===== config.mk =====
export PLATFORM = sky130hd
export DESIGN_NAME = tliu_top
export DESIGN_NICKNAME = d
export VERILOG_FILES = /design/src/rtl/tliu_top.v /design/src/rtl/tliu_pin_sync.v /design/src/rtl/tliu_prio_pick.v
export VERILOG_INCLUDE_DIRS = /design/src /design/src/rtl
export SDC_FILE = /design/constraint.sdc
export NUM_CORES = 1
export LEC_CHECK = 0
export ABC_AREA = 1
export BUFFER_PORTS_ARGS = -buffer_cell sky130_fd_sc_hd__buf_4
export CAP_MARGIN = 20
export CORE_MARGIN = 2
export CORE_UTILIZATION = 27
export DETAILED_ROUTE_END_ITERATION = 8
export PLACE_DENSITY_LB_ADDON = 0.15
export SYNTH_ARGS = -nofsm -noshare
export SYNTH_HDL_FRONTEND = slang
export SYNTH_SLANG_ARGS = --single-unit

===== constraint.sdc =====
create_clock -name clk_sys_i -period 3.3 [get_ports clk_sys_i]
set_input_delay 0 -clock clk_sys_i [delete_from_list [all_inputs] [get_ports clk_sys_i]]
set_output_delay 0 -clock clk_sys_i [all_outputs]
set_load 0.05 [all_outputs]

===== src/rtl/tliu_map.vh =====
// register offsets, field positions, reset values and vector layout of the interrupt unit
`ifndef TLIU_MAP_VH
`define TLIU_MAP_VH

// ----------------------------------------------------------------
// register offsets
// ----------------------------------------------------------------
`define TLIU_OFS_ENABLE 8'hA8
`define TLIU_OFS_PRIO 8'hB8
`define TLIU_OFS_EXT_TMR 8'h88
`define TLIU_OFS_T2_SER 8'hC8
`define TLIU_OFS_STATUS 8'hD0

// ----------------------------------------------------------------
// enable register fields; priority register shares bits 5..0
// ----------------------------------------------------------------
`define TLIU_EN_GLOBAL 7
`define TLIU_EN_RESERVED 6
`define TLIU_SRC_MASK 8'h3F

// ----------------------------------------------------------------
// external / timer 0,1 register fields
// ----------------------------------------------------------------
`define TLIU_F_EXT0_EDGE 0
`define TLIU_F_EXT0_REQ 1
`define TLIU_F_EXT1_EDGE 2
`define TLIU_F_EXT1_REQ 3
`define TLIU_F_TMR0_OVF 5
`define TLIU_F_TMR1_OVF 7
`define TLIU_EXT_TMR_MASK 8'hAF

// ----------------------------------------------------------------
// timer 2 / serial register fields
// ----------------------------------------------------------------
`define TLIU_F_TMR2_OVF 0
`define TLIU_F_TMR2_TRIG 1
`define TLIU_F_SER_RX 2
`define TLIU_F_SER_TX 3
`define TLIU_F_TMR0_MODE3 4
`define TLIU_T2_SER_MASK 8'h1F

// ----------------------------------------------------------------
// status register fields
// ----------------------------------------------------------------
`define TLIU_S_SERV_LOW 0
`define TLIU_S_SERV_HIGH 1

// ----------------------------------------------------------------
// reset values
// ----------------------------------------------------------------
`define TLIU_RST_BYTE 8'h00
`define TLIU_RST_VECTOR 16'h0000

// ----------------------------------------------------------------
// vectors: first source vector and spacing between sources
// ----------------------------------------------------------------
`define TLIU_VEC_FIRST 16'h0003
`define TLIU_VEC_STEP 16'h0008

// ----------------------------------------------------------------
// timing: least edge pulse, high plus low, in oscillator periods
// ----------------------------------------------------------------
`define TLIU_EDGE_MIN_OSC 12

`endif


===== src/rtl/tliu_top.v =====
// two-level interrupt unit: request flags, enables, priority and vectoring
//
// Functional notes
// - enable register: bit 7 global, bits 5..0 per source, bit 6 reserved.
// - global enable low: no request is acknowledged at all.
// - vectors 0000h reset, then 0003h..002Bh in steps of eight per source.
// - equal level: ext0, timer0, ext1, timer1, serial, timer2 order.
// - edge select one: falling pin edge raises the external request.
// - edge select zero: low pin level raises the external request.
// - external flag sets on condition; edge mode clears it on vectoring.
// - timer 0/1 overflow flags request, clear on vectoring; timer 0 sets none in mode 3.
// - timer 2 requests on overflow or trigger flag; neither auto-cleared.
// - falling edge on timer 2 trigger pin sets the trigger flag.
// - software set or clear of any flag acts like hardware.
// - serial done flags share one vector and stay set after vectoring.
// - on accept: core pushes return, level in-service set, jump to vector.
// - return-from-irq clears the in-service flag of its level.
// - reset clears the whole enable register.
// - priority register bits 5..0 lift a source above all clear ones.
// - enable register is bit writable without touching other bits.
`timescale 1ns/10ps
`include "tliu_map.vh"
module tliu_top (
	input wire clk_sys_i,
	input wire rst_n_i,
	input wire [7:0] reg_addr_i,
	input wire [7:0] reg_wdata_i,
	input wire reg_wr_i,
	input wire reg_bit_wr_i,
	input wire [2:0] reg_bit_sel_i,
	input wire reg_rd_i,
	output reg [7:0] reg_rdata_o,
	input wire ext_request_pin_0_i,
	input wire ext_request_pin_1_i,
	input wire tmr2_trigger_pin_i,
	input wire tmr0_rollover_i,
	input wire tmr1_rollover_i,
	input wire tmr2_rollover_i,
	input wire serial_rx_done_i,
	input wire serial_tx_done_i,
	output reg irq_req_o,
	output reg [15:0] irq_vector_o,
	input wire irq_ack_i,
	input wire return_from_irq_instr_i,
	output reg [1:0] in_service_o
);

// ----------------------------------------------------------------
// helpers
// ----------------------------------------------------------------
// vector of source index n: first vector plus n steps
function [15:0] tliu_vector;
	input [2:0] idx;
	begin
		tliu_vector = `TLIU_VEC_FIRST + ({13'h0000, idx} << 3);
	end
endfunction

// merge a byte write or a single-bit write into an old value
function [7:0] tliu_merge;
	input [7:0] old;
	input [7:0] data;
	input bit_mode;
	input [2:0] sel;
	reg [7:0] msk;
	reg [7:0] val;
	begin
		msk = bit_mode ? (8'h01 << sel) : 8'hFF;
		val = bit_mode ? {8{data[0]}} : data;
		tliu_merge = (old & ~msk) | (val & msk);
	end
endfunction

// ----------------------------------------------------------------
// registers
// ----------------------------------------------------------------
reg [7:0] interrupt_enable_reg;
reg [7:0] interrupt_priority_reg;
reg [7:0] ext_tmr_flags;
reg [7:0] t2_ser_flags;
reg serv_low;
reg serv_high;
reg [2:0] pend_idx;
reg pend_high;

reg [7:0] next_enable;
reg [7:0] next_prio;
reg [7:0] next_ext_tmr;
reg [7:0] next_t2_ser;
reg next_serv_low;
reg next_serv_high;
reg [7:0] next_rdata;

// ----------------------------------------------------------------
// pin synchronisers
// ----------------------------------------------------------------
wire ext0_level;
wire ext0_fall;
wire ext1_level;
wire ext1_fall;
wire t2_trig_fall;

tliu_pin_sync u_sync_ext0 (
	.clk_sys_i(clk_sys_i),
	.rst_n_i(rst_n_i),
	.pin_i(ext_request_pin_0_i),
	.level_o(ext0_level),
	.fall_o(ext0_fall)
);

tliu_pin_sync u_sync_ext1 (
	.clk_sys_i(clk_sys_i),
	.rst_n_i(rst_n_i),
	.pin_i(ext_request_pin_1_i),
	.level_o(ext1_level),
	.fall_o(ext1_fall)
);

// pulses shorter than two clocks are filtered out; the high-plus-low
// minimum the driver must respect covers that filter with margin
tliu_pin_sync u_sync_t2 (
	.clk_sys_i(clk_sys_i),
	.rst_n_i(rst_n_i),
	.pin_i(tmr2_trigger_pin_i),
	.level_o(),
	.fall_o(t2_trig_fall)
);

// ----------------------------------------------------------------
// request vector in natural order
// ----------------------------------------------------------------
wire ext0_edge;
wire ext1_edge;
wire [5:0] src_flag;
wire [5:0] src_live;
wire [5:0] hi_req;
wire [5:0] lo_req;
wire hi_valid;
wire lo_valid;
wire [2:0] hi_idx;
wire [2:0] lo_idx;

assign ext0_edge = ext_tmr_flags[`TLIU_F_EXT0_EDGE];
assign ext1_edge = ext_tmr_flags[`TLIU_F_EXT1_EDGE];

assign src_flag[0] = ext_tmr_flags[`TLIU_F_EXT0_REQ];
assign src_flag[1] = ext_tmr_flags[`TLIU_F_TMR0_OVF];
assign src_flag[2] = ext_tmr_flags[`TLIU_F_EXT1_REQ];
assign src_flag[3] = ext_tmr_flags[`TLIU_F_TMR1_OVF];
// both serial done flags feed a single source
assign src_flag[4] = t2_ser_flags[`TLIU_F_SER_RX] | t2_ser_flags[`TLIU_F_SER_TX];
// timer 2 asks on either of its flags
assign src_flag[5] = t2_ser_flags[`TLIU_F_TMR2_OVF] | t2_ser_flags[`TLIU_F_TMR2_TRIG];

// global enable gates every source ahead of the per-source bits
assign src_live = src_flag & interrupt_enable_reg[5:0]
	& {6{interrupt_enable_reg[`TLIU_EN_GLOBAL]}};

// two levels; each level resolves its own sources by natural order
assign hi_req = src_live & interrupt_priority_reg[5:0];
assign lo_req = src_live & ~interrupt_priority_reg[5:0];

tliu_prio_pick u_pick_high (
	.req_i(hi_req),
	.valid_o(hi_valid),
	.idx_o(hi_idx)
);

tliu_prio_pick u_pick_low (
	.req_i(lo_req),
	.valid_o(lo_valid),
	.idx_o(lo_idx)
);

// ----------------------------------------------------------------
// acceptance against the level in service
// ----------------------------------------------------------------
wire hi_ok;
wire lo_ok;
wire cand_valid;
wire [2:0] cand_idx;
wire cand_high;
wire take;

// a high request only waits for a high handler; a low one waits for any
assign hi_ok = hi_valid & ~serv_high;
assign lo_ok = lo_valid & ~serv_high & ~serv_low;
assign cand_valid = hi_ok | lo_ok;
assign cand_idx = hi_ok ? hi_idx : lo_idx;
assign cand_high = hi_ok;

// the core acknowledges the offer it sees on the outputs
assign take = irq_ack_i & irq_req_o;

// ----------------------------------------------------------------
// register port decode
// ----------------------------------------------------------------
wire any_wr;
wire wr_en;
wire wr_pr;
wire wr_et;
wire wr_ts;

assign any_wr = reg_wr_i | reg_bit_wr_i;
assign wr_en = any_wr & (reg_addr_i == `TLIU_OFS_ENABLE);
assign wr_pr = any_wr & (reg_addr_i == `TLIU_OFS_PRIO);
assign wr_et = any_wr & (reg_addr_i == `TLIU_OFS_EXT_TMR);
assign wr_ts = any_wr & (reg_addr_i == `TLIU_OFS_T2_SER);

// ----------------------------------------------------------------
// next-state logic
// ----------------------------------------------------------------
always @* begin
	next_enable = interrupt_enable_reg;
	next_prio = interrupt_priority_reg;
	next_ext_tmr = ext_tmr_flags;
	next_t2_ser = t2_ser_flags;
	next_serv_low = serv_low;
	next_serv_high = serv_high;

	// single-bit writes leave every other bit alone
	if (wr_en) begin
		next_enable = tliu_merge(interrupt_enable_reg, reg_wdata_i,
			reg_bit_wr_i, reg_bit_sel_i);
	end
	next_enable[`TLIU_EN_RESERVED] = 1'b0;
	if (wr_pr) begin
		next_prio = tliu_merge(interrupt_priority_reg, reg_wdata_i,
			reg_bit_wr_i, reg_bit_sel_i) & `TLIU_SRC_MASK;
	end
	// software writes to flags act exactly as hardware would
	if (wr_et) begin
		next_ext_tmr = tliu_merge(ext_tmr_flags, reg_wdata_i,
			reg_bit_wr_i, reg_bit_sel_i) & `TLIU_EXT_TMR_MASK;
	end
	if (wr_ts) begin
		next_t2_ser = tliu_merge(t2_ser_flags, reg_wdata_i,
			reg_bit_wr_i, reg_bit_sel_i) & `TLIU_T2_SER_MASK;
	end

	// clear on vectoring: edge-mode external and timer 0/1 only
	if (take) begin
		case (pend_idx)
			3'h0: begin
				if (ext0_edge) begin
					next_ext_tmr[`TLIU_F_EXT0_REQ] = 1'b0;
				end
			end
			3'h1: begin
				next_ext_tmr[`TLIU_F_TMR0_OVF] = 1'b0;
			end
			3'h2: begin
				if (ext1_edge) begin
					next_ext_tmr[`TLIU_F_EXT1_REQ] = 1'b0;
				end
			end
			3'h3: begin
				next_ext_tmr[`TLIU_F_TMR1_OVF] = 1'b0;
			end
			// serial and timer 2 flags stay for the handler to inspect
			default: begin
				next_ext_tmr = next_ext_tmr;
			end
		endcase
		if (pend_high) begin
			next_serv_high = 1'b1;
		end else begin
			next_serv_low = 1'b1;
		end
	end

	// hardware sets come last so a set beats a same-cycle clear
	if (ext0_edge ? ext0_fall : ~ext0_level) begin
		next_ext_tmr[`TLIU_F_EXT0_REQ] = 1'b1;
	end
	if (ext1_edge ? ext1_fall : ~ext1_level) begin
		next_ext_tmr[`TLIU_F_EXT1_REQ] = 1'b1;
	end
	if (tmr0_rollover_i & ~t2_ser_flags[`TLIU_F_TMR0_MODE3]) begin
		next_ext_tmr[`TLIU_F_TMR0_OVF] = 1'b1;
	end
	if (tmr1_rollover_i) begin
		next_ext_tmr[`TLIU_F_TMR1_OVF] = 1'b1;
	end
	if (tmr2_rollover_i) begin
		next_t2_ser[`TLIU_F_TMR2_OVF] = 1'b1;
	end
	if (t2_trig_fall) begin
		next_t2_ser[`TLIU_F_TMR2_TRIG] = 1'b1;
	end
	if (serial_rx_done_i) begin
		next_t2_ser[`TLIU_F_SER_RX] = 1'b1;
	end
	if (serial_tx_done_i) begin
		next_t2_ser[`TLIU_F_SER_TX] = 1'b1;
	end

	// return ends the innermost handler, the high one when nested
	if (return_from_irq_instr_i) begin
		if (serv_high) begin
			next_serv_high = 1'b0;
		end else begin
			next_serv_low = 1'b0;
		end
	end
end

// ----------------------------------------------------------------
// read mux
// ----------------------------------------------------------------
always @* begin
	next_rdata = `TLIU_RST_BYTE;
	if (reg_rd_i) begin
		case (reg_addr_i)
			`TLIU_OFS_ENABLE: begin
				next_rdata = interrupt_enable_reg;
			end
			`TLIU_OFS_PRIO: begin
				next_rdata = interrupt_priority_reg;
			end
			`TLIU_OFS_EXT_TMR: begin
				next_rdata = ext_tmr_flags;
			end
			`TLIU_OFS_T2_SER: begin
				next_rdata = t2_ser_flags;
			end
			`TLIU_OFS_STATUS: begin
				next_rdata = {6'h00, serv_high, serv_low};
			end
			default: begin
				next_rdata = `TLIU_RST_BYTE;
			end
		endcase
	end
end

// ----------------------------------------------------------------
// state update
// ----------------------------------------------------------------
always @(posedge clk_sys_i) begin
	if (!rst_n_i) begin
		interrupt_enable_reg <= `TLIU_RST_BYTE;
		interrupt_priority_reg <= `TLIU_RST_BYTE;
		ext_tmr_flags <= `TLIU_RST_BYTE;
		t2_ser_flags <= `TLIU_RST_BYTE;
		serv_low <= 1'b0;
		serv_high <= 1'b0;
		pend_idx <= 3'h0;
		pend_high <= 1'b0;
		irq_req_o <= 1'b0;
		irq_vector_o <= `TLIU_RST_VECTOR;
		in_service_o <= 2'h0;
		reg_rdata_o <= `TLIU_RST_BYTE;
	end else begin
		interrupt_enable_reg <= next_enable;
		interrupt_priority_reg <= next_prio;
		ext_tmr_flags <= next_ext_tmr;
		t2_ser_flags <= next_t2_ser;
		serv_low <= next_serv_low;
		serv_high <= next_serv_high;
		// the offer drops right after an accept so it is not taken twice
		irq_req_o <= cand_valid & ~take;
		if (cand_valid) begin
			pend_idx <= cand_idx;
			pend_high <= cand_high;
			irq_vector_o <= tliu_vector(cand_idx);
		end
		in_service_o <= {next_serv_high, next_serv_low};
		reg_rdata_o <= next_rdata;
	end
end

endmodule


===== src/rtl/tliu_pin_sync.v =====
// three-stage pin synchroniser with agreement filter and falling-edge pulse
`timescale 1ns/10ps
module tliu_pin_sync (
	input wire clk_sys_i,
	input wire rst_n_i,
	input wire pin_i,
	output reg level_o,
	output wire fall_o
);

// ----------------------------------------------------------------
// capture chain
// ----------------------------------------------------------------
reg stage1;
reg stage2;
reg stage3;

// idle level of the pins is high, so a reset never fakes an edge
always @(posedge clk_sys_i) begin
	if (!rst_n_i) begin
		stage1 <= 1'b1;
		stage2 <= 1'b1;
		stage3 <= 1'b1;
		level_o <= 1'b1;
	end else begin
		stage1 <= pin_i;
		stage2 <= stage1;
		stage3 <= stage2;
		if (stage2 == stage3) begin
			level_o <= stage3;
		end
	end
end

// a change counts only once stages two and three agree
assign fall_o = level_o & ~stage3 & ~stage2;

endmodule


===== src/rtl/tliu_prio_pick.v =====
// fixed natural-order picker over the six maskable sources
`timescale 1ns/10ps
module tliu_prio_pick (
	input wire [5:0] req_i,
	output reg valid_o,
	output reg [2:0] idx_o
);

// ----------------------------------------------------------------
// lowest index wins
// ----------------------------------------------------------------
integer i;

always @* begin
	valid_o = 1'b0;
	idx_o = 3'h0;
	for (i = 5; i >= 0; i = i - 1) begin
		if (req_i[i]) begin
			valid_o = 1'b1;
			idx_o = i[2:0];
		end
	end
end

endmodule


# Word level (Yosys, flattened, before mapping)
# Cells that the tools add are included.
# Widths: inputs -> output; s select.
dict set report totals {
  memories 0
  elab_cells 150
  latchBits 0
  out_inout_bits 27
  reg_bits 72
  ram_bits 0
  rom_bits 0
  inputBits 34
}
dict set report op_classes {
  magnitude_cmp 0
  add_sub_neg 1
  multipliers 0
  n_eq_ne 11
  n_div 0
  muxes 55
  bitwise 47
  reduce_logical 6
  shift 1
}
# op count
set ops {}
lappend ops {{$eq 8x8->1 const B} 5}
lappend ops {{$pmux 8 s5} 1}
lappend ops {{$mux 3} 13}
lappend ops {{$mux 1} 36}
lappend ops {{$mux 8} 4}
lappend ops {{$and 6x6->6} 5}
lappend ops {{$and 8x8->8} 3}
lappend ops {{$and 1x1->1} 16}
lappend ops {{$or 8x8->8} 2}
lappend ops {{$not 1->1} 12}
lappend ops {{$not 8->8} 1}
lappend ops {{$reduce_bool 2->1} 4}
lappend ops {{$shl 1x3->8 const A} 1}
lappend ops {{$add 2x6->7 const A} 1}
lappend ops {{$eq 3x2->1 const B} 2}
lappend ops {{$not 6->6} 1}
lappend ops {{$or 6x6->6} 1}
lappend ops {{$and 5x5->5} 1}
lappend ops {{$or 5x5->5} 1}
lappend ops {{$mux 4} 1}
lappend ops {{$or 1x1->1} 4}
lappend ops {{$eq 1x1->1} 3}
lappend ops {{$eq 3x1->1 const B} 1}
lappend ops {{$logic_not 3->1} 1}
lappend ops {{$reduce_and 2->1} 1}

# Logic depth before layout (Yosys ltp)
# Gate-level depths: netlist of the first run.
dict set report depth {
  depth_word 14
  mapped_depth 12
  depth_no_buf 12
}

# Cells and area by module
# From an unflattened synthesis of the first run, not the netlist that was laid out.
dict set report hier_totals {
  hier_cells 453
  area_unflattened_um2 2876.5
}
# mod cells_per_inst area_per_inst_um2 instances seq_area_each_um2
set modules_own_cells {}
lappend modules_own_cells {tliu_top 369 2322.2 1 780.7}
lappend modules_own_cells {tliu_pin_sync 18 136.4 3 80.1}
lappend modules_own_cells {tliu_prio_pick 15 72.6 2 0.0}

# Worst setup path after synthesis of the first run
# OpenSTA, ideal clock, no wires.
dict set report synth_timing {
  path_type {register -> register}
  start {register with a tool-made name}
  end {register pend_idx[2]}
  t_required_ns 3.182
  synth_period_minus_slack_ns 1.314
  setup_ns 0.118
  setup_slack_ns 1.986
  n_path_buf 1
  arrival_time_ns 1.196
  path_stages_with_launch 10
  cell_sequence {dfxtp_1 > buf_4 > nand4_1 > nand2_1 > nor2_1 > nand2_1 > nand2_1 > nand2_2 > o21ai_0 > nor2_1}
}
# element line
set synth_lines {}
lappend synth_lines {{to (signal assigned)} tliu_top.v:364} ;# pend_idx <= cand_idx;
lappend synth_lines {{to (decl)} tliu_top.v:83} ;# reg [2:0] pend_idx;

==> results by group, run 1 <==
Global route
  • Grt peak-use layer: met2
  • Vias in the first global route: 2481
  • Met3 global-route usage: 2.37%
  • Antenna violations before repair: 0
  • Largest net degree at the start of global routing: 29
  • Global route overflow: 0
  • GR Util met1: 19.9%
  • First-pass GRT wire length: 12600 microns
  • Gr usage total: 14.5%
  • Met2 Use GR: 23.3%

Detailed routing
  • Total iterations of the first detailed-routing run: 4
  • Vias per cell: ~4.6
  • Drt drc: 0
  • WL final: 7780 microns
  • Routed length per instance: 13.1 microns
  • Remaining antenna violation count: 0
  • Via count: 2726
  • DR iter-0 viols: 189

Pwr
  • Worst VDD drop: 0.000146 V
  • Overall Power: around 1.2 mW
  • Pleak: 1.51 nW
  • PD cells: 348 nW/um^2

Placement
  • Port Buffers: 47
  • Detailed placer's ending HPWL: 6080 microns
  • Final Wtd Congestion: 0.870
  • Placed cell area: 3160 sq um

STA
  • Final Hold Vio Count: 0
  • Max Clock Freq: approximately 0.60 GHz
  • Minimum hold slack: 0.0707 ns
  • Final Skew: 0.00575 ns
  • Setup_tns: 0 ns
  • Crit share post-route: 50.9%
  • Slew Limit Fails: 0
  • # setup viols final: 0
  • Period minus WS final: 1.68 ns
  • RSZ-0062 raised after global routing: no

Run
  • Max Cap Viol: 0

Clock tree
  • Worst-path clk slew: 0.11 ns
  • PostCTS Resize Cnt: 0
  • CTS tree: yes
  • Clock Path Buffers: 2
  • Sink Count: 51
  • H-tree levels: 2
  • CTS Buf Count: 5
  • Clock latency on the worst-skew pair: 0.32 ns
  • CTS root buffer: clkbuf_8

Synth
  • Top-area cell type share of the netlist area: 37.2%
  • Largest area contributor in the netlist: dfxtp_1
  • Ys Warns: 0
  • Mapped Avg Cell Area: between 6 and 7 sq um
  • #FFs+latches synth: around 50
  • Syn Std Cell Area: 2750 sq um
  • Sequential share of the synthesized area: 37.2%
  • Area contributors post-synth: dfxtp_1 (37%), nand2_1 (12%), inv_1 (8.1%)
  • Post-synthesis cell type count: 33
  • Cells after synthesis: between 400 and 500

Worst setup path
  • Crit path launch type: flop
  • CP arrival: approximately 1.9 ns
  • CP required: 3.51 ns
  • Slowest-stage cell, CP: dfxtp_1
  • Most common cell on crit path: nand2_1
  • Worst r2r path cells: 11
  • R2r setup slk: 1.62 ns
  • Critical path class: flop to flop
  • Worst setup EP type: flop
  • CP Cell Sequence: nand2_1 -> inv_1 -> nand3_1 -> nand2_1 -> inv_1 -> nand2_1 -> nand2_1 -> nand2_2 -> inv_1 -> nor2_1 -> nor2_1
  • Crit Reg-Reg Endpoint: pend_idx[1]
  • Crit Path Max Fanout: 12
  • Largest stage delay on the critical path: 0.58 ns

Die
  • Starting Density: 28.0%
  • Die H: between 100 and 150 microns
  • Core ar.: 9820 sq um
  • Std-Cell Rows: 36
  • # IOs: 61
  • Die area: between 10000 and 15000 sq um
  • Chip Width: 105 microns

Hold path
  • Hold depth: 3
  • Hold Startpoint: reg_wdata_i[4]
  • Min-Delay Path Class: primary input to flop

Cells and area
  • Area taken by multi-input logic gates: 1370 sq um
  • Layout fillers: 1096
  • Nets: 494
  • Final instance area: roughly 3400 sq um
  • FF/Latch Area: 1020 sq um
  • Area grow syn2layout: 22.7%
  • Share of layout cells above drive strength 1: 18.0%
  • ANT cells: 0

Run status
  • Status: complete, no violations
## worst max-delay path: cells and delay by family (launching register included)
family | cells | cell delay (ns)
flip-flops | 1 | 0.58
buffers and inverters | 3 | 0.22
AND/OR/NAND/NOR | 8 | 0.77
## logic make-up (layout without fill, tap and decap cells)
family                 count (synthesis)  in the layout  synth area share [%]
AND/OR/NAND/NOR                      193            193                  33.7
buffers and inverters                 86            131                  14.3
AO/OA/AOI/OAI                         74             74                  14.6
flip-flops                            51             51                  37.2
other                                  1             12                 0.136
## synthesized netlist by cell type, drive strengths merged
library cell and n:
o211ai 1, o221ai 2, nor4 1, nor2 30, a31oi 4, or2 8, o21ai 27, conb 1
nor3 7, a21oi 35, a211oi 1, nand4 12, nand2 90, nand3 44, buf 19, o22ai 4
clkinv 3, nand3b 1, clkbuf 3, inv 61, dfxtp 51
## layer usage
layer  part of all wire [%]  routed length, microns  vias up
met4                    1.3                     103        0
met1                     49                    3790     1235
met3                    5.3                     411        8
met5                      0                       0        -
li1                       -                       -     1402
met2                     45                    3470       81
## where the power goes
group | switching [mW] | total, mW | leakage [nW] | internal, mW
logic | 0.0957 | 0.147 | 1.04 | 0.0509
registers | 0.00763 | 0.632 | 0.414 | 0.624
clock network | 0.238 | 0.396 | 0.0502 | 0.158
total | 0.342 | 1.17 | 1.51 | 0.833
## timing repair
action	CTS	global route
hold buffers	11	0
setup buffers	0	0
setup endpoints to repair	0	0
hold endpoints to repair	13	0
## placed cells by master (no fill, tap or decap), types with 2 or more instances in the layout
cell type,count
nand2_1,86
nand3_1,43
a21oi_1,35
clkinv_1,2
dfxtp_1,51
nor2_1,24
nand2_2,4
inv_2,2
a31oi_1,4
nor3_1,4
nand4_1,12
inv_1,59
o21ai_0,25
buf_4,48
clkbuf_8,5
clkinv_4,2
o22ai_1,4
or2_2,8
conb_1,12
nor3_4,2
nor2_4,5
dlygate4sd3_1,11
o221ai_1,2
## per-stage QoR
step	worst slack, ns	instances	util [%]
CTS	1.59	594	34.3
global route	1.42	594	34.3
detailed placement	1.63	575	32.2
finish	1.62	594	34.3
floorplan	1.99	416	-
global placement	1.66	575	32.2
## area by class of cell
type / instances / area share (%)
clock inverters: 3 / 0.854
flip-flops and latches: 51 / 30.3
clock buffers: 5 / 2.04
inverters: 64 / 7.16
well taps: 133 / 4.94
multi-input cells: 279 / 40.8
repair buffers: 59 / 14.0
## worst max-delay path by stage
stage / startpoint / endpoint / slack [ns] / cells after the start
floorplan: flop / pend_idx[2] / 1.99 / 9
global placement: flop / pend_idx[1] / 1.66 / 11
detailed placement: flop / pend_idx[1] / 1.63 / 11
CTS: flop / pend_idx[1] / 1.59 / 11
global route: flop / pend_idx[1] / 1.42 / 11
finish: flop / pend_idx[1] / 1.62 / 11
No activity file was read; power rests on OpenSTA's default activity.
==> run 2: changes to the inputs <==
--- a/config.mk
+++ b/config.mk
@@ -6,7 +6,7 @@
 export SDC_FILE = /design/constraint.sdc
 export NUM_CORES = 1
 export LEC_CHECK = 0
-export ABC_AREA = 1
+export ABC_AREA = 0
 export BUFFER_PORTS_ARGS = -buffer_cell sky130_fd_sc_hd__buf_4
 export CAP_MARGIN = 20
 export CORE_MARGIN = 2
==> constraint.sdc (replaced) <==
create_clock -name clk_sys_i -period 1.55 [get_ports clk_sys_i]
set_input_delay 0 -clock clk_sys_i [delete_from_list [all_inputs] [get_ports clk_sys_i]]
set_output_delay 0 -clock clk_sys_i [all_outputs]
set_load 0.05 [all_outputs]
==> run 2 against run 1 <==
  * The flow now finishes with violations (setup timing)
  * Critical endpoint is now pend_idx[0]
  * Wire length is 5.2% higher
  * Sequential cell count did not move
  * Final area increased by 12%
  * Setup slack got worse by 1.7 ns
  * Cell count shrank 7.6%
  * Clock-buffer cell count is 1 higher
  * Sequential power grew 110%
==> results by group, run 2 <==
Detailed routing
  • Total iterations of the first detailed-routing run: 4 (unchanged)
  • Remaining antenna violation count: 0 (unchanged)
  • DR iter-0 viols: 112 (was 189)
  • WL final: 8180 microns (was 7780 microns)
  • Vias per cell: 4.82 (was 4.59)
  • Via count: 2645 (was 2726)
  • Drt drc: 0 (unchanged)
  • Routed length per instance: 14.9 microns (was 13.1 microns)

Synth
  • Area contributors post-synth: dfxtp_1 (39%), buf_4 (4.3%), a21oi_1 (4.2%) (was dfxtp_1 (37%), nand2_1 (12%), inv_1 (8.1%))
  • #FFs+latches synth: 51 (unchanged)
  • Share of flip-flops with an asynchronous set or reset: 0% (unchanged)
  • Ys Warns: 0 (unchanged)
  • Post-synth EDFFs: 0 (unchanged)
  • Sequential share of the synthesized area: 38.7% (was 37.2%)
  • Cells after synthesis: 311 (was 405)
  • Syn Std Cell Area: 2640 sq um (was 2750 sq um)
  • Top-count cell post-synth: dfxtp_1 (was nand2_1)
  • Mapped Avg Cell Area: 8.48 sq um (was 6.78 sq um)
  • Synth cell count leaders: dfxtp_1 (51), nor2_1 (29), nand2_1 (24) (was nand2_1 (86), inv_1 (59), dfxtp_1 (51))
  • Largest area contributor in the netlist: dfxtp_1 (unchanged)
  • Post-synthesis cell type count: 55 (was 33)
  • Top_reg_cell synth: dfxtp_1 (unchanged)
  • Top-area cell type share of the netlist area: 38.7% (was 37.2%)

Global route
  • Global route overflow: 0 (unchanged)
  • Largest net degree at the start of global routing: 29 (unchanged)
  • First-pass GRT wire length: 12800 microns (was 12600 microns)
  • Vias in the first global route: 2512 (was 2481)
  • Antenna violations before repair: 0 (unchanged)
  • Gr usage total: 16.0% (was 14.5%)

Placement
  • Placed cell area: 3430 sq um (was 3160 sq um)
  • Final Wtd Congestion: 0.867 (was 0.870)
  • Dpl ws: -0.196 ns (was 1.63 ns)
  • Port Buffers: 47 (unchanged)
  • Placed insts: 526 (was 575)
  • Detailed placer's ending HPWL: 6220 microns (was 6080 microns)

Pwr
  • NetSw: 709 uW (was 342 uW)
  • Logic gate share of total power: 12.5% (about the same)
  • Pleak: 1.55 nW (was 1.51 nW)
  • Sw Share: 26.2% (was 29.1%)
  • Overall Power: 2.71 mW (was 1.17 mW)
  • Clock Power Share: 37.6% (was 33.7%)
  • Int Pwr: 2.00 mW (was 833 uW)
  • PD cells: 720 nW/um^2 (was 348 nW/um^2)
  • Worst VDD drop: 0.000352 V (was 0.000146 V)
  • Sequential Power Share: 49.8% (was 53.8%)

Clock tree
  • Clock Path Buffers: 2 (unchanged)
  • CTS root buffer: clkbuf_8 (unchanged)
  • H-tree levels: 2 (unchanged)
  • Sink Count: 51 (unchanged)
  • Clock latency on the worst-skew pair: 0.31 ns (was 0.32 ns)
  • Worst-path clk slew: 0.10 ns (was 0.11 ns)
  • CTS tree: yes (unchanged)
  • CTS Buf Count: 5 (unchanged)

Worst setup path
  • Critical path class: flop to flop (unchanged)
  • CP required: 1.74 ns (was 3.51 ns)
  • Crit Path Max Fanout: 11 (was 12)
  • Crit path launch type: flop (unchanged)
  • CP arrival: 1.78 ns (was 1.89 ns)
  • Worst setup EP type: flop (unchanged)

STA
  • Slew @ Worst Pin: between 0.7 and 0.8 ns
  • Slew Limit Fails: 0 (unchanged)
  • Slew headroom: 46.1%
  • Crit share post-route: 103% (was 50.9%)
  • Final Hold Vio Count: 0 (unchanged)
  • # setup viols final: 2 (was 0)
  • Minimum hold slack: 0.0262 ns (was 0.0707 ns)
  • Final Skew: 0.0146 ns (was 0.00575 ns)
  • Post-route setup slack: -0.0402 ns (was 1.62 ns)
  • Setup_tns: -0.0552 ns (was 0 ns)
  • Period minus WS final: 1.59 ns (was 1.68 ns)
  • RSZ-0062 raised after global routing: yes (was no)
  • Max Clock Freq: 0.629 GHz (was 0.596 GHz)

Cells and area
  • Share of layout cells above drive strength 1: 34.6% (was 18.0%)
  • Nets: 449 (was 494)
  • Commonest cells after routing, fill and taps aside: buf_4 (101), dfxtp_1 (45), nor2_1 (28) (was nand2_1 (86), inv_1 (59), dfxtp_1 (51))
  • Commonest non-fill, non-tap cell in the layout: buf_4 (was nand2_1)
  • Finished Layout Cells: 549 (was 594)
  • ANT cells: 0 (unchanged)
  • Layout fillers: 1020 (was 1096)
  • Area grow syn2layout: 42.6% (was 22.7%)
  • Util after Layout: 39.0% (was 34.3%)
  • Final instance area: 3760 sq um (was 3370 sq um)

Hold path
  • Min-Delay Path Class: primary input to flop (unchanged)

Die
  • Chip Width: 103 microns (was 105 microns)
  • Std-Cell Rows: 36 (unchanged)
  • Starting Density: 27.4% (was 28.0%)
  • Core ar.: 9640 sq um (was 9820 sq um)
  • Die area: 10600 sq um (was 11000 sq um)
  • # IOs: 61 (unchanged)
  • Die H: 103 microns (was 105 microns)

Run status
  • Violated checks: setup timing
  • Status: complete, but fails checks (was complete, no violations)

Run
  • Max Cap Viol: 0 (unchanged)
## run 2: layer usage
metal | GRT usage (%) | vias to the layer above | part of all wire, % | wire length (microns)
met1 | 20.7 | 1231 | 45 | 3670
met3 | 2.85 | 13 | 4.5 | 368
li1 | - | 1323 | - | -
met5 | 0 | - | 0 | 0
met4 | 4.66 | 0 | 1.7 | 137
met2 | 27.2 | 78 | 49 | 4010
## run 2: timing repair
action | 4_1_cts | 5_1_grt
buffers inserted | 3 | 2
hold buffers | 10 | 0
cloned | 0 | 0
pin swaps | 4 | 7
resized for setup | 9 | 8
endpoints found under the setup margin | 3 | 6
hold endpoints to repair | 9 | 0
## run 2: power by group through the flow
stage / sequential, mW / combinational [mW] / clock, mW
final: 1.35 / 0.340 / 1.02
after global routing: 1.35 / 0.373 / 1.10
after CTS: 1.35 / 0.342 / 1.05
after detailed placement: 1.38 / 0.323 / 0
after global placement: 1.38 / 0.321 / 0
after floorplan: 1.37 / 0.198 / 0
## run 2: final timing paths
check                    from          endpoint  slack (ns)  cells after the start
min reg2reg  u_sync_t2.stage1  u_sync_t2.stage2        0.41                      1
max reg2reg              flop       pend_idx[0]       -0.04                      7
min                   rst_n_i       pend_idx[0]        0.03                      3
max                      flop       pend_idx[0]       -0.04                      7
## run 2: worst max-delay path, cell delays in order, from the launching register on
cell	delay, ns
dfxtp_2	0.35
buf_6	0.14
nand4b_1	0.16
nand4_1	0.15
o21ai_2	0.19
buf_4	0.15
mux2i_2	0.21
o32ai_2	0.12
## run 2: cell families after synthesis
group           Yosys count  synth area share, %
other cells               1                0.142
flops                    51                 38.7
buf+inv                  39                 7.73
simple gates            119                 25.4
compound gates           90                 23.9
xor+xnor                  1                0.332
mux                      10                 3.80
## run 2: cell type report
cell class | count | area (sq um) | share of cell area [%]
tap | 133 | 166 | 4.43
clock inverter | 2 | 38.8 | 1.03
multi-input combinational | 232 | 1520 | 40.5
inverter | 13 | 48.8 | 1.30
clock buffer | 6 | 82.6 | 2.20
timing repair buffer | 112 | 870 | 23.1
sequential | 51 | 1030 | 27.4
==> run 3: changes to the inputs <==
--- a/config.mk
+++ b/config.mk
@@ -6,13 +6,14 @@
 export SDC_FILE = /design/constraint.sdc
 export NUM_CORES = 1
 export LEC_CHECK = 0
-export ABC_AREA = 0
+export ABC_AREA = 1
 export BUFFER_PORTS_ARGS = -buffer_cell sky130_fd_sc_hd__buf_4
 export CAP_MARGIN = 20
-export CORE_MARGIN = 2
+export CORE_MARGIN = 8
 export CORE_UTILIZATION = 27
 export DETAILED_ROUTE_END_ITERATION = 8
 export PLACE_DENSITY_LB_ADDON = 0.15
+export SETUP_SLACK_MARGIN = 0.5
 export SYNTH_ARGS = -nofsm -noshare
 export SYNTH_HDL_FRONTEND = slang
 export SYNTH_SLANG_ARGS = --single-unit
==> run 3 against run 2 <==
  * The flow now finishes without violations
  * Clock skew shrank 0.0071 ns
  * Critical path depth rose by 2
  * Wire length rose by 4.2%
  * Sequential cell count is the same
  * Clock-buffer cell count unchanged
  * Clock power decreased by 11%
  * Sequential share of layout area is 0.83 points higher
  * First-iteration DRC count grew 18%
  * Largest power group unchanged
==> results by group, run 3 (synthesized netlist as in run 1, its figures left out) <==
Pwr
  • Int Pwr: 1.88 mW (was 2.00 mW)
  • Sw Share: 27.9% (was 26.2%)
  • PD cells: 704 nW/um^2 (was 720 nW/um^2)
  • Worst VDD drop: 0.000422 V (was 0.000352 V)
  • Sequential Power Share: 51.6% (was 49.8%)
  • NetSw: 724 uW (was 709 uW)
  • Pleak: 1.65 nW (was 1.55 nW)
  • Clock Power Share: 35.0% (was 37.6%)
  • Logic gate share of total power: 13.4% (was 12.5%)

Global route
  • First-pass GRT wire length: 13500 microns (was 12800 microns)
  • Antenna violations before repair: 0 (unchanged)
  • Vias in the first global route: 2790 (was 2512)
  • Gr usage total: 12.6% (was 16.0%)
  • Global route overflow: 0 (unchanged)
  • Largest net degree at the start of global routing: 18 (was 29)

Clock tree
  • Sink Count: 51 (unchanged)
  • CTS tree: yes (unchanged)
  • CTS root buffer: clkbuf_8 (unchanged)
  • H-tree levels: 2 (unchanged)
  • Clock latency on the worst-skew pair: 0.31 ns (about the same)
  • CTS Buf Count: 5 (unchanged)
  • Clock Path Buffers: 2 (unchanged)
  • Worst-path clk slew: 0.10 ns (about the same)

Worst setup path
  • Largest stage delay on the critical path: 0.38 ns (was 0.35 ns)
  • R2r setup slk: 0.22 ns (was -0.04 ns)
  • Crit path launch type: flop (unchanged)
  • Crit path to: pend_idx[2] (was pend_idx[0])
  • CP arrival: 1.55 ns (was 1.78 ns)
  • CP required: 1.77 ns (was 1.74 ns)
  • CP delay by family, top: simple AND/OR/NAND/NOR gates (was flip-flops)
  • Crit Path Max Fanout: 7 (was 11)
  • Critical path class: flop to flop (unchanged)
  • Slowest-stage cell, CP: dfxtp_4 (was dfxtp_2)
  • Crit Reg-Reg Endpoint: pend_idx[2] (was pend_idx[0])
  • CP Buf/Inv Count: 1 (was 2)
  • Worst r2r path cells: 9 (was 7)
  • CP Cell Sequence: buf_6 -> nand4_1 -> nand2_1 -> nor2_2 -> nand2_1 -> nand2_2 -> nand2_4 -> o21ai_1 -> nor2_1 (was buf_6 -> nand4b_1 -> nand4_1 -> o21ai_2 -> buf_4 -> mux2i_2 -> o32ai_2)
  • Most common cell on crit path: nand2_1
  • Worst setup EP type: flop (unchanged)
  • Critical Path Stages: 9 (was 7)

Detailed routing
  • Remaining antenna violation count: 0 (unchanged)
  • WL final: 8520 microns (was 8180 microns)
  • Vias per cell: 4.58 (was 4.82)
  • Total iterations of the first detailed-routing run: 5 (was 4)
  • Routed length per instance: 13.7 microns (was 14.9 microns)
  • DR iter-0 viols: 132 (was 112)
  • Via count: 2838 (was 2645)
  • Drt drc: 0 (unchanged)

STA
  • Final Hold Vio Count: 0 (unchanged)
  • Final Skew: 0.00748 ns (was 0.0146 ns)
  • Crit share post-route: 85.9% (was 103%)
  • Post-route setup slack: 0.218 ns (was -0.0402 ns)
  • Setup_tns: 0 ns (was -0.0552 ns)
  • # setup viols final: 0 (was 2)
  • Max Clock Freq: 0.751 GHz (was 0.629 GHz)
  • RSZ-0062 raised after global routing: yes (unchanged)
  • Period minus WS final: 1.33 ns (was 1.59 ns)
  • Slew Limit Fails: 0 (unchanged)
  • Minimum hold slack: 0.00365 ns (was 0.0262 ns)

Hold path
  • Min-Delay Path Class: primary input to flop (unchanged)

Cells and area
  • Util after Layout: 36.6% (was 39.0%)
  • Area grow syn2layout: 34.4% (was 42.6%)
  • Share of layout cells above drive strength 1: 29.5% (was 34.6%)
  • Layout fillers: 1127 (was 1020)
  • Nets: 517 (was 449)
  • Area taken by multi-input logic gates: 1470 sq um (was 1520 sq um)
  • ANT cells: 0 (unchanged)
  • Commonest cells after routing, fill and taps aside: nand2_1 (77), buf_4 (67), inv_1 (55) (was buf_4 (101), dfxtp_1 (45), nor2_1 (28))
  • FF/Latch Area: 1040 sq um (was 1030 sq um)
  • Commonest non-fill, non-tap cell in the layout: nand2_1 (was buf_4)

Placement
  • Dpl ws: 0.122 ns (was -0.196 ns)
  • Port Buffers: 47 (unchanged)
  • Final Wtd Congestion: 0.856 (was 0.867)
  • Detailed placer's ending HPWL: 6620 microns (was 6220 microns)

Die
  • # IOs: 61 (unchanged)
  • Die area: 13700 sq um (was 10600 sq um)
  • Starting Density: 27.2% (was 27.4%)
  • Core ar.: 10100 sq um (was 9640 sq um)
  • Die H: 117 microns (was 103 microns)
  • Chip Width: 117 microns (was 103 microns)
  • Std-Cell Rows: 37 (was 36)

Run status
  • Status: complete, no violations (was complete, but fails checks)

Run
  • Max Cap Viol: 0 (unchanged)
-- run 3: timing repair --
action,CTS,global route
hold buffers,13,1
buffers inserted,6,6
resized for setup,19,23
hold endpoints to repair,13,1
endpoints found under the setup margin,15,26
pin swaps,12,14
-- run 3: how the worst min path moves through the flow --
stage                                  startpoint                 end  slack [ns]  depth (start not counted)
after floorplan           return_from_irq_instr_i     in_service_o[0]        0.09                          1
after detailed placement      ext_request_pin_1_i  u_sync_ext1.stage1        0.19                          2
after CTS                          reg_wdata_i[0]                flop      0.0007                          3
after global placement        ext_request_pin_0_i  u_sync_ext0.stage1        0.19                          2
final                              reg_wdata_i[0]                flop       0.004                          3
after global routing               reg_wdata_i[0]                flop       0.005                          3
-- run 3: layer usage --
| layer | track usage [%] | wire length (microns) |
|---|---|---|
| met4 | 4.86 | 245 |
| met1 | 15.3 | 3810 |
| met5 | 0 | 0 |
| met2 | 21.6 | 3940 |
| met3 | 2.46 | 537 |
-- run 3: tightest hold or removal path, delay by kind of cell --
family                 cells  cell delay, ns
buffers and inverters      1            0.14
AND/OR/NAND/NOR            1            0.08
AO/OA/AOI/OAI              1            0.06
-- run 3: layout make-up --
cell class | instances | area share [%]
Clock buffer | 6 | 2.54
Clock inverter | 2 | 0.440
Inverter | 64 | 6.64
Multi-Input combinational cell | 279 | 39.8
Sequential cell | 51 | 28.3
Tap cell | 136 | 4.61
Timing Repair Buffer | 82 | 17.7
-- run 3: metrics by stage --
stage	power [mW]	instances	area, sq um
2_1_floorplan	1.57	416	2810
3_3_place_gp	1.68	586	3250
3_5_place_dp	1.68	586	3250
4_1_cts	2.62	613	3570
5_1_grt	2.71	620	3690
6_report	2.60	620	3690
-- run 3: power groups by stage --
stage                     Combinational [mW]  Clock (mW)  Sequential (mW)
after global placement                 0.305           0             1.37
after floorplan                        0.209           0             1.37
after detailed placement               0.306           0             1.37
final                                  0.349       0.910             1.34
after CTS                              0.338       0.943             1.34
after global routing                   0.384       0.984             1.34
